--- config.mk ---
export PLATFORM = sky130hd
export DESIGN_NAME = lpcfg_regs
export DESIGN_NICKNAME = d
export VERILOG_FILES = /design/src/lpcfg_pkg.sv /design/src/line_tick.sv /design/src/lpcfg_regs.sv
export SDC_FILE = /design/constraint.sdc
export NUM_CORES = 1
export LEC_CHECK = 0
export CELL_PAD_IN_SITES_DETAIL_PLACEMENT = 1
export CELL_PAD_IN_SITES_GLOBAL_PLACEMENT = 1
export CORE_UTILIZATION = 45
export CTS_CLUSTER_SIZE = 25
export DETAILED_ROUTE_END_ITERATION = 10
export DONT_BUFFER_PORTS = 1
export HOLD_SLACK_MARGIN = 0.08
export PLACE_DENSITY_LB_ADDON = 0.1
export RECOVER_POWER = 100
export SYNTH_ARGS = -nofsm -noshare
export SYNTH_HDL_FRONTEND = slang
export SYNTH_SLANG_ARGS = --single-unit
--- constraint.sdc ---
create_clock -name CLK_I -period 2.4 [get_ports CLK_I]
set_input_delay 0.36 -clock CLK_I [delete_from_list [all_inputs] [get_ports CLK_I]]
set_output_delay 0.36 -clock CLK_I [all_outputs]
set_load 0.005 [all_outputs]
--- src/lpcfg_pkg.sv ---
package lpcfg_pkg;

  // ----------------------------------------------------------------
  // register map
  // ----------------------------------------------------------------
  localparam logic [15:0] ADDR_LOW_POWER_THRESHOLD_PERIOD = 16'hEC00;
  localparam logic [15:0] ADDR_REFERENCE_AND_PORT_LOCK    = 16'hEC01;

  // ----------------------------------------------------------------
  // field positions and reset values
  // ----------------------------------------------------------------
  localparam int          LEVEL_LSB    = 0;
  localparam int          LEVEL_W      = 3;
  localparam int          LINES_LSB    = 3;
  localparam int          LINES_W      = 5;
  localparam int          EXTREF_BIT   = 0;
  localparam int          LOCK_BIT     = 1;
  localparam int          LEVEL_DIV_SH = 3;      // threshold = full scale * level / 8
  localparam logic [2:0]  LEVEL_RST    = 3'h7;
  localparam logic [4:0]  LINES_RST    = 5'h00;
  localparam logic        EXTREF_RST   = 1'b0;
  localparam logic [1:0]  TOGGLES_TO_SPI = 2'h3;

  // ----------------------------------------------------------------
  // timing: one line period is 1/50 s
  // ----------------------------------------------------------------
  localparam int CLK_PERIOD_NS = 10;
  localparam int LINE_TIME_MS  = 20;
  localparam int LINE_CYCLES   = LINE_TIME_MS * 1000000 / CLK_PERIOD_NS;

  // host port selection, one-hot
  typedef enum logic [1:0]
  {
    PORT_I2C = 2'b01,
    PORT_SPI = 2'b10
  } port_e;

endpackage : lpcfg_pkg

--- src/line_tick.sv ---
`timescale 1ns/1ps
module line_tick
  import lpcfg_pkg::*;
#(
  parameter int DIV = LINE_CYCLES
)
(
  input  wire logic clk_i,
  input  wire logic rst_n_i,
  output logic      tick_o
);

  initial
  begin
    if (DIV < 2) $error("line_tick: DIV must be at least 2");
  end

  typedef struct packed
  {
    logic [31:0] cnt;
    logic        tick;
  } state_s;

  state_s st;
  state_s next_st;

  // ----------------------------------------------------------------
  // free-running divider, one-cycle enable each DIV cycles
  // ----------------------------------------------------------------
  always_comb
  begin
    next_st      = st;
    next_st.tick = 1'b0;
    if (st.cnt == 32'(DIV - 1))
    begin
      next_st.cnt  = 32'h0;
      next_st.tick = 1'b1;
    end
    else
    begin
      next_st.cnt = st.cnt + 32'h1;
    end
  end

  always_ff @(posedge clk_i or negedge rst_n_i)
  begin
    if (!rst_n_i)
      st <= '0;
    else
      st <= next_st;
  end

  assign tick_o = st.tick;

endmodule : line_tick

--- src/lpcfg_regs.sv ---
`timescale 1ns/1ps
// Functional notes
// threshold equals full scale times three-bit level over eight; level resets 111.
// measurement period is (line-period field + 1) fiftieths of a second.
// reference-select bit chooses internal (0) or external (1) ADC reference.
// unlocked, three toggles of port-select pin switch host port to SPI.
// I2C active, host sets lock; pin toggles then ignored, no SPI switch.
// SPI active, any write to second register locks port to SPI.
// locked port choice survives every power-saving mode transition.
// second register bits 7:2 have no function and read zero.
// lock is sticky until full device reset; clearing writes ignored.
module lpcfg_regs
  import lpcfg_pkg::*;
#(
  parameter int THR_W       = 24,
  parameter int FULL_SCALE  = 24'h5A_0000,
  parameter int LINE_DIV    = LINE_CYCLES
)
(
  input  wire logic             CLK_I,
  input  wire logic             RSTN_I,
  input  wire logic [15:0]      ADDR_I,
  input  wire logic             WR_I,
  input  wire logic [7:0]       WDATA_I,
  input  wire logic             RD_I,
  input  wire logic             PORT_SEL_PIN_I,
  input  wire logic [1:0]       POWER_SAVING_MODES_I,
  output logic      [7:0]       RDATA_O,
  output logic      [THR_W-1:0] LOW_POWER_THRESHOLD_O,
  output logic                  LOW_POWER_PERIOD_END_O,
  output logic                  EXTERNAL_REFERENCE_SELECT_O,
  output logic                  SPI_ACTIVE_O,
  output logic                  PORT_LOCKED_O
);

  initial
  begin
    // 1 << 31 turns negative in an int, so the width check below needs THR_W at most 30
    if (THR_W < 4 || THR_W > 30) $error("lpcfg_regs: THR_W out of range");
    if (FULL_SCALE >= (1 << THR_W)) $error("lpcfg_regs: FULL_SCALE too wide");
  end

  // ----------------------------------------------------------------
  // reset release through two flops
  // ----------------------------------------------------------------
  logic rst_meta;
  logic rst_n;

  always_ff @(posedge CLK_I or negedge RSTN_I)
  begin
    if (!RSTN_I)
    begin
      rst_meta <= 1'b0;
      rst_n    <= 1'b0;
    end
    else
    begin
      rst_meta <= 1'b1;
      rst_n    <= rst_meta;
    end
  end

  // ----------------------------------------------------------------
  // line-period enable
  // ----------------------------------------------------------------
  logic line_tick_en;

  line_tick #(
    .DIV (LINE_DIV)
  ) u_line_tick (
    .clk_i   (CLK_I),
    .rst_n_i (rst_n),
    .tick_o  (line_tick_en)
  );

  function automatic logic [THR_W-1:0] thr_of(input logic [2:0] lvl);
    logic [THR_W+2:0] prod;
    prod   = (THR_W+3)'(FULL_SCALE) * (THR_W+3)'(lvl);
    thr_of = THR_W'(prod >> LEVEL_DIV_SH);
  endfunction : thr_of

  // ----------------------------------------------------------------
  // block state
  // ----------------------------------------------------------------
  typedef struct packed
  {
    logic [2:0]       level;
    logic [4:0]       lines;
    logic             ext_ref;
    logic             locked;
    port_e            port;
    logic [1:0]       tog_cnt;
    logic             pin_q;
    logic [4:0]       line_cnt;
    logic             period_end;
    logic [7:0]       rdata;
    logic [THR_W-1:0] thr;
  } state_s;

  state_s st;
  state_s next_st;

  logic wr_thr;
  logic wr_cfg;
  logic rd_thr;
  logic rd_cfg;
  logic pin_fall;

  assign wr_thr   = WR_I && (ADDR_I == ADDR_LOW_POWER_THRESHOLD_PERIOD);
  assign wr_cfg   = WR_I && (ADDR_I == ADDR_REFERENCE_AND_PORT_LOCK);
  assign rd_thr   = RD_I && (ADDR_I == ADDR_LOW_POWER_THRESHOLD_PERIOD);
  assign rd_cfg   = RD_I && (ADDR_I == ADDR_REFERENCE_AND_PORT_LOCK);
  assign pin_fall = st.pin_q && !PORT_SEL_PIN_I;

  // ----------------------------------------------------------------
  // next-state logic
  // ----------------------------------------------------------------
  // no power-mode term touches lock or port: only reset clears them
  always_comb
  begin
    next_st            = st;
    next_st.pin_q      = PORT_SEL_PIN_I;
    next_st.period_end = 1'b0;

    // register writes
    if (wr_thr)
    begin
      next_st.level = WDATA_I[LEVEL_LSB +: LEVEL_W];
      next_st.lines = WDATA_I[LINES_LSB +: LINES_W];
    end
    if (wr_cfg)
    begin
      next_st.ext_ref = WDATA_I[EXTREF_BIT];
    end

    // port selection and lock
    case (st.port)
      PORT_I2C:
      begin
        if (wr_cfg && WDATA_I[LOCK_BIT])
          next_st.locked = 1'b1;
        // a locked I2C port ignores the pin entirely
        if (!st.locked && pin_fall)
        begin
          if (st.tog_cnt == TOGGLES_TO_SPI - 2'h1)
          begin
            next_st.port    = PORT_SPI;
            next_st.tog_cnt = 2'h0;
          end
          else
          begin
            next_st.tog_cnt = st.tog_cnt + 2'h1;
          end
        end
      end
      PORT_SPI:
      begin
        // any write locks, whatever the lock bit carries
        if (wr_cfg)
          next_st.locked = 1'b1;
      end
      default:
      begin
        next_st.port = PORT_I2C;
      end
    endcase

    // lock never falls back once set; a zero write cannot undo it
    if (st.locked)
      next_st.locked = 1'b1;

    // measurement period counted in whole line periods
    if (wr_thr)
    begin
      next_st.line_cnt = 5'h00;
    end
    else if (line_tick_en)
    begin
      if (st.line_cnt == st.lines)
      begin
        next_st.line_cnt   = 5'h00;
        next_st.period_end = 1'b1;
      end
      else
      begin
        next_st.line_cnt = st.line_cnt + 5'h01;
      end
    end

    // threshold follows the level field
    next_st.thr = thr_of(next_st.level);

    // read data, unmapped addresses return zero
    if (rd_thr)
      next_st.rdata = {st.lines, st.level};
    else if (rd_cfg)
      next_st.rdata = {6'h00, st.locked, st.ext_ref};
    else if (RD_I)
      next_st.rdata = 8'h00;
  end

  always_ff @(posedge CLK_I or negedge rst_n)
  begin
    if (!rst_n)
    begin
      st         <= '0;
      st.level   <= LEVEL_RST;
      st.lines   <= LINES_RST;
      st.ext_ref <= EXTREF_RST;
      st.port    <= PORT_I2C;
      st.pin_q   <= 1'b1;
      st.thr     <= thr_of(LEVEL_RST);
    end
    else
    begin
      st <= next_st;
    end
  end

  // ----------------------------------------------------------------
  // outputs, all straight from state flops
  // ----------------------------------------------------------------
  assign RDATA_O                     = st.rdata;
  assign LOW_POWER_THRESHOLD_O       = st.thr;
  assign LOW_POWER_PERIOD_END_O      = st.period_end;
  assign EXTERNAL_REFERENCE_SELECT_O = st.ext_ref;
  assign SPI_ACTIVE_O                = st.port[1];          // one-hot code: bit 1 is the SPI flop
  assign PORT_LOCKED_O               = st.locked;
endmodule : lpcfg_regs

Word level (Yosys, flattened, before mapping)

Cells that the tools add are included.

Bitwise gates (word level): 1
Multiply operators: 1
Mux-type cells: 19
$add $sub $neg: 3
Equal/unequal tests: 9
Reductions and logical operators: 13

Operators with widths:

| cell                                             | count |
|---|---|
| adder 32 x 1 -> 32 bit (second input constant)   | 1 |
| == test 16 bit (second input constant)           | 2 |
| == test 32 x 21 -> 1 bit (second input constant) | 1 |
| 2-to-1 mux 32 bit                                | 1 |
| 2-to-1 mux 8 bit                                 | 4 |
| 2-to-1 mux 5 bit                                 | 2 |
| multiplier 6 x 3 -> 9 bit (first input constant) | 1 |
| logical AND 1 bit                                | 7 |
| 2-to-1 mux 1 bit                                 | 6 |
| 2-to-1 mux 6 bit                                 | 1 |
| adder 5 x 1 -> 5 bit (second input constant)     | 1 |
| == test 5 bit                                    | 1 |
| == test 2 bit (second input constant)            | 2 |
| 2-to-1 mux 2 bit                                 | 2 |
| 2-to-1 mux 4 bit                                 | 1 |
| != test 2 bit (second input constant)            | 2 |
| one-hot mux 2 bit (2 select lines)               | 1 |
| AND reduction 3 bit                              | 1 |
| nonzero test 3 bit                               | 1 |
| adder 2 x 1 -> 2 bit (second input constant)     | 1 |
| == test 2 x 1 -> 1 bit (second input constant)   | 1 |
| logical NOT 1 bit                                | 2 |
| one-hot mux 1 bit (2 select lines)               | 1 |
| AND reduction 2 bit                              | 1 |
| other kinds (2)                                  | 2 |

Input port bits: 31
Logic and storage cells: 61
Output and inout bits: 36
Bits in registers: 73

Logic depth before layout (Yosys ltp)

Gate-level depths: netlist of run 1.

Word-level depth: 6
Gate-level depth with buffers: 13
Mapped depth without buffers: 12

Cells and area by module

Synthesis of run 1 repeated with hierarchy kept, for this count alone.

Cell total of the unflattened synthesis: 322
Area total of the unflattened synthesis: 3,637.2 um^2

Modules (own cells, without submodules):

| module     | area an instance (um^2) | times used | sequential area each (um^2) | cells each |
|---|---|---|---|---|
| lpcfg_regs | 2,028.2                 | 1          | 962.2                       | 175 |
| line_tick  | 1,609.0                 | 1          | 825.8                       | 147 |

Worst setup path before layout of run 1

Ideal clock, no wire load.

Path type: input to register
Start point: in ADDR_I[7]
End point: reg st, in the netlist LOW_POWER_THRESHOLD_O[21]
Stages: 12
Required time: 2,320 ps
Data arrival time: 3,003 ps
Path buffers: 1
Setup time: 80 ps
Slack: -683 ps
Path through: nor4b_2 > nand4_1 > nor3b_2 > buf_4 > mux2_2 > ha_1 > and2_1 > fa_1 > a21oi_1 > o21bai_1 > mux2i_1 > xnor2_1

RTL lines:

| element              | RTL line          | source |
|---|---|---|
| from (decl)          | lpcfg_regs.sv:22  | `input wire logic [15:0] ADDR_I,` |
| to (signal assigned) | lpcfg_regs.sv:216 | `st <= next_st;` |
| to (decl)            | lpcfg_regs.sv:100 | `state_s st;` |

==> results of run 1 <==
## power by group
group	switching [mW]	internal (mW)	leakage [nW]
Sequential	0.00774	1.20	0.940
Clock	0.430	0.563	0.109
Combinational	0.0275	0.0103	0.842
## cell families after synthesis
family,after synthesis,synth area share (%)
AOI/OAI and AO/OA,28,5.90
xor gates and xnor gates,40,10.1
adders and majority gates,11,4.17
buffers and inverters,42,8.23
DFF,71,51.4
muxes,13,4.17
other,2,0.216
and+or+nand+nor,97,15.9
## synthesized netlist by cell type (3+ instances only)
library cell,n
dfrtp_1,62
buf_4,34
nand3_1,23
xnor2_1,21
xor2_1,19
nor2_1,18
nand2_1,12
ha_1,10
dfstp_2,9
mux2_2,8
nand4_1,8
a22o_1,7
and3_1,7
a21oi_1,6
a21o_1,5
inv_1,4
mux2i_1,4
nor3_1,4
nor3b_1,4
o2bb2ai_1,4
and4_1,3
nor4b_1,3
o21ai_0,3
## area by class of cell
type | count | area, um2
inverters | 6 | 22.5
well taps | 99 | 124
repair buffers | 34 | 250
clock inverters | 3 | 40.0
flip-flops and latches | 71 | 1790
fillers | 789 | 3420
multi-input cells | 205 | 1550
clock buffers | 13 | 169
## layer usage
metal	global-route usage, %	share of wire [%]	wire length [um]
met5	0	0	0
met4	5.65	1.5	107
met3	5.58	5.3	366
met2	31.9	49	3400
met1	24.1	44	3080
## state kept, by name, indices dropped and copies added, names as in the netlist, 7 cells and up
name	flops
LOW_POWER_THRESHOLD_O	7
RDATA_O	8
st	17
u_line_tick.st	32
## placed cells by master (no fill, tap or decap), drive strengths merged, types with 10 or more instances in the layout
master / netlist / layout
ha: 10 / 10
xor2: 19 / 19
nand2: 12 / 12
clkbuf: 1 / 16
dfrtp: 62 / 62
conb: 2 / 16
nand3: 23 / 23
nor2: 18 / 18
buf: 35 / 29
xnor2: 21 / 21
## repair_timing
action                                  in CTS  in global routing
endpoints found under the setup margin       2                  4
resized for setup                            1                  3
hold buffers                                 2                  0
pin swaps                                    6                  2
setup buffers                               13                  1
endpoints found under the hold margin        3                  0
## worst paths after layout
check / cells after the start / start / endpoint
max: 12 / ADDR_I[1] / LOW_POWER_THRESHOLD_O[21]$_DFF_PN0_
min: 1 / WDATA_I[0] / EXTERNAL_REFERENCE_SELECT_O$_DFFE_PN0P_
max reg2reg: 8 / st[51]$_DFF_PN1_ / LOW_POWER_THRESHOLD_O[21]$_DFF_PN0_
min reg2reg: 0 / rst_meta$_DFF_PN0_ / rst_n$_DFF_PN0_
max in group asynchronous: 1 / rst_n$_DFF_PN0_ / RDATA_O[0]$_DFFE_PN0P_
min in group asynchronous: 1 / RSTN_I / rst_meta$_DFF_PN0_
## critical path, cell delays in order
cell	delay, ns
nor4b_4	0.27
nand4_1	0.20
nor3b_2	0.22
buf_4	0.17
mux2_4	0.34
ha_4	0.25
and2_4	0.14
fa_2	0.35
a21oi_2	0.16
o21bai_1	0.08
mux2i_1	0.17
xnor2_1	0.14
==> out/results.tsv, run 1 <==
metric	value	unit
starting density of the core	47.2	%
Tot GR Track Use	19.1	%
core area	7370	um2
CP Class	in -> reg	
type of origin of the critical path	primary input	
dpl hpwl	4880	um
sequential-to-total area share from yosys stat	51.4	%
Top Ports	67	
fin util	53.5	%
via count	2254	
top cell type by total area after synthesis	dfrtp_1	
Layout Cells excl Fill	431	
Lkg Pwr	1.89	nW
routed wire length	6950	um
worst-skew pair later-pin latency	0.34	ns
Routed Antenna Nets	0	
pre-CTS WS	-0.479	ns
failing checks	negative setup slack	
fin nets	369	
Worst-path clk slew	0.08	ns
top_reg_cell synth	dfrtp_1	
Post-synth EDFFs	0	
CP Max Fanout	4	
share of layout cells above drive strength 1	25.0	%
Cell Area, Placed	3610	um2
Crit. End Element	flop	
Pwr per Cell Area	567	nW/um2
Final Total Pwr	2.24	mW
WHS	0.161	ns
fmax	0.386	GHz
worst-margin pin slew	0.920	ns
clk_skew	0.00888	ns
clk sinks	71	
Worst EP required	2.67	ns
synth top area cells	dfrtp_1 45%, buf_4 7.3%, dfstp_2 6.8%	
final period utilization	108	%
Max Cap Viol	0	
number of synthesized register bits	71	
maximum vdd drop	330	uV
setup tns final	-0.216	ns
CTS tree	done	
fin crit period	2.59	ns
synthesized cell area	3480	um2
full die area	8090	um2
Vias/cell	5.23	
post-route setup slack	-0.188	ns
vias in the first global route	2409	
DRC Markers	0	
Final Setup Violations	2	
n_diodes	0	
DR WL/cell	16.1	um
cells after synthesis	304	
port bufs	0	
Root Buffer	clkbuf_8	
initial drt markers	44	
top cell type's share of synthesized area	44.6	%
Placed Cells incl. Taps	400	
outcome	finished, violations left	
H-tree levels	3	
area grow syn2layout	13.4	%
Worst R2R Setup Slack	0.30	ns
asr flop ratio synth	100	%
Hold Fails Final Rpt	0	
RSZ-0062 raised after global routing	yes	
synth warn	0	
fin area	3950	um2
Worst EP arrival	2.85	ns
Num CTS Buffers	9	
largest net degree at the start of global routing	25	
relative slew slack	38.7	%
initial antenna violation count	0	
aggregate global routing overflow	0	
first-pass GRT wire length	12300	um
DRT Pass-1 Iters	4	
Rows	31	
Worst Hold Class	in -> reg	
Die Height	89.9	um
Netlist cell types	44	
Die Wd	89.9	um
Clock Tree Buf Depth	2	
Slew Viols, Final	0	
Avg Synthesized Cell Area	11.4	um2
RePlAce Congestion	0.749	
(Power assumes the default switching activity.)
==> inputs of run 2 (changes only) <==
- CORE_MARGIN: unset -> 2
- CTS_CLUSTER_DIAMETER: unset -> 80
==> out/results.tsv, run 2 (same netlist as run 1, synthesis figures left out) <==
metric	value	unit	change
WHS	0.161	ns	about the same
fmax	0.382	GHz	was 0.386 GHz
clock share of power	42.2	%	was 44.3%
Tot GR Track Use	17.5	%	was 19.1%
CTS tree	done		unchanged
outcome	finished, violations left		unchanged
failing checks	negative setup slack		unchanged
met1 usage	22.8	%	was 24.1%
Num CTS Buffers	9		unchanged
relative slew slack	25.9	%	was 38.7%
Comb pwr share	1.6	%	was 1.7%
Final Setup Violations	3		was 2
Lkg Pwr	1.86	nW	was 1.89 nW
Worst path max stage delay	0.35	ns	about the same
Worst EP arrival	2.88	ns	was 2.85 ns
DR WL/cell	15.7	um	was 16.1 um
P_int	1.68	mW	was 1.77 mW
worst-skew pair later-pin latency	0.34	ns	about the same
Seq pwr share	56.2	%	was 54.0%
final period utilization	109	%	was 108%
core area	7610	um2	was 7370 um2
post-route setup slack	-0.220	ns	was -0.188 ns
DRC Markers	0		unchanged
met2 GRT Util	27.4	%	was 31.9%
most frequent cells in the layout	62 x dfrtp_1, 23 x nand3_1, 23 x buf_4		was 62 x dfrtp_1, 29 x buf_4, 23 x nand3_1
global route hottest layer	met2		unchanged
via count	2191		was 2254
pre-CTS WS	-0.604	ns	was -0.479 ns
share of layout cells above drive strength 1	22.5	%	was 25.0%
RePlAce Congestion	0.789		was 0.749
n_diodes	0		unchanged
Max Cap Viol	0		unchanged
CP Max Fanout	3		was 4
CP Class	in -> reg		unchanged
P_sw	465	uW	about the same
type of origin of the critical path	primary input		unchanged
crit path buf inv count	1		unchanged
Sw Ratio	21.6	%	was 20.8%
FILL cells	832		was 789
GR met3 Demand/Resource	5.18	%	was 5.58%
vias in the first global route	2283		was 2409
Hold Fails Final Rpt	0		unchanged
fin nets	362		was 369
Layout Cells excl Fill	427		was 431
port bufs	0		unchanged
Top Ports	67		unchanged
clk sinks	71		unchanged
H-tree levels	3		unchanged
full die area	8450	um2	was 8090 um2
Worst EP required	2.66	ns	was 2.67 ns
Rows	32		was 31
CP top delay family	simple AND/OR/NAND/NOR gates		unchanged
Pwr per Cell Area	555	nW/um2	was 567 nW/um2
fin util	50.9	%	was 53.5%
Worst-path clk slew	0.08	ns	about the same
most common cell after layout, fill and taps aside	dfrtp_1		unchanged
DRT Pass-1 Iters	4		unchanged
Placed Cells incl. Taps	403		was 400
initial drt markers	28		was 44
Largest Register	u_line_tick.st		unchanged
Worst Hold Class	in -> reg		unchanged
first-pass GRT wire length	11400	um	was 12300 um
setup tns final	-0.275	ns	was -0.216 ns
maximum vdd drop	336	uV	was 330 uV
Slew Viols, Final	0		unchanged
initial antenna violation count	0		unchanged
number of flip-flops under the largest register name	32		unchanged
Clock Tree Buf Depth	2		unchanged
starting density of the core	45.7	%	was 47.2%
routed wire length	6680	um	was 6950 um
RSZ-0062 raised after global routing	yes		unchanged
Worst path slowest cell	mux2_4		was fa_2
Die Wd	91.9	um	was 89.9 um
worst-margin pin slew	1.11	ns	was 0.920 ns
ordered list of cells on the worst path	nor4b_4 -> nand4_1 -> nor3b_2 -> buf_4 -> mux2_4 -> ha_4 -> and2_4 -> fa_2 -> a21oi_2 -> o21bai_1 -> mux2i_1 -> xnor2_1		unchanged
fin crit period	2.62	ns	was 2.59 ns
Root Buffer	clkbuf_8		unchanged
largest net degree at the start of global routing	46		was 25
Crit. End Element	flop		unchanged
Vias/cell	5.13		was 5.23
area grow syn2layout	11.2	%	was 13.4%
clk_skew	0.0110	ns	was 0.00888 ns
Die Height	91.9	um	was 89.9 um
dpl hpwl	4970	um	was 4880 um
Routed Antenna Nets	0		unchanged
aggregate global routing overflow	0		unchanged
## run 2: metal layers
layer / wire length, um / part of all wire (%)
met1: 3010 / 45
met2: 3180 / 48
met3: 362 / 5.4
met4: 130 / 1.9
met5: 0 / 0
## run 2: per-stage QoR
step           instance area [um2]  power [mW]
3_5_place_dp                  3630        1.27
2_1_floorplan                 3610        1.27
3_3_place_gp                  3630        1.27
6_report                      3870        2.15
4_1_cts                       3880        2.20
5_1_grt                       3870        2.25
## run 2: area by class of cell
class                   count  area, um2  area share (%)
clock buffers              10        128            3.30
clock inverters             6       61.3            1.58
inverters                   6       22.5           0.582
multi-input cells         205       1540            39.8
flip-flops and latches     71       1790            46.2
well taps                 102        128            3.30
repair buffers             27        201            5.21
## run 2: path summary, 6_finish.rpt
| path | slack [ns] | startpoint | cells past startpoint | end |
|---|---|---|---|---|
| max | -0.22 | ADDR_I[7] | 12 | LOW_POWER_THRESHOLD_O[21]$_DFF_PN0_ |
| min | 0.16 | WDATA_I[7] | 1 | st[49]$_DFFE_PN0N_ |
| max reg2reg | 0.20 | st[50]$_DFF_PN1_ | 8 | LOW_POWER_THRESHOLD_O[21]$_DFF_PN0_ |
| min reg2reg | 0.38 | rst_meta$_DFF_PN0_ | 0 | rst_n$_DFF_PN0_ |
| max in group asynchronous | 0.35 | rst_n$_DFF_PN0_ | 1 | st[40]$_DFFE_PN0P_ |
| min in group asynchronous | 0.26 | RSTN_I | 1 | rst_meta$_DFF_PN0_ |
## run 2: what timing repair did
item                                    CTS  global route
hold endpoints to repair                  3             0
pin swaps                                 7             3
resized for setup                         1             0
hold buffers                              2             0
endpoints found under the setup margin    2             4
buffers inserted                          5             1
cloned                                    0             0
## run 2: power groups by stage
stage	logic, mW	registers, mW	clock network [mW]
3_5_place_dp	0.0350	1.23	0
2_1_floorplan	0.0316	1.24	0
4_1_cts	0.0386	1.21	0.953
3_3_place_gp	0.0347	1.23	0
5_1_grt	0.0404	1.21	1.00
6_report	0.0350	1.21	0.906
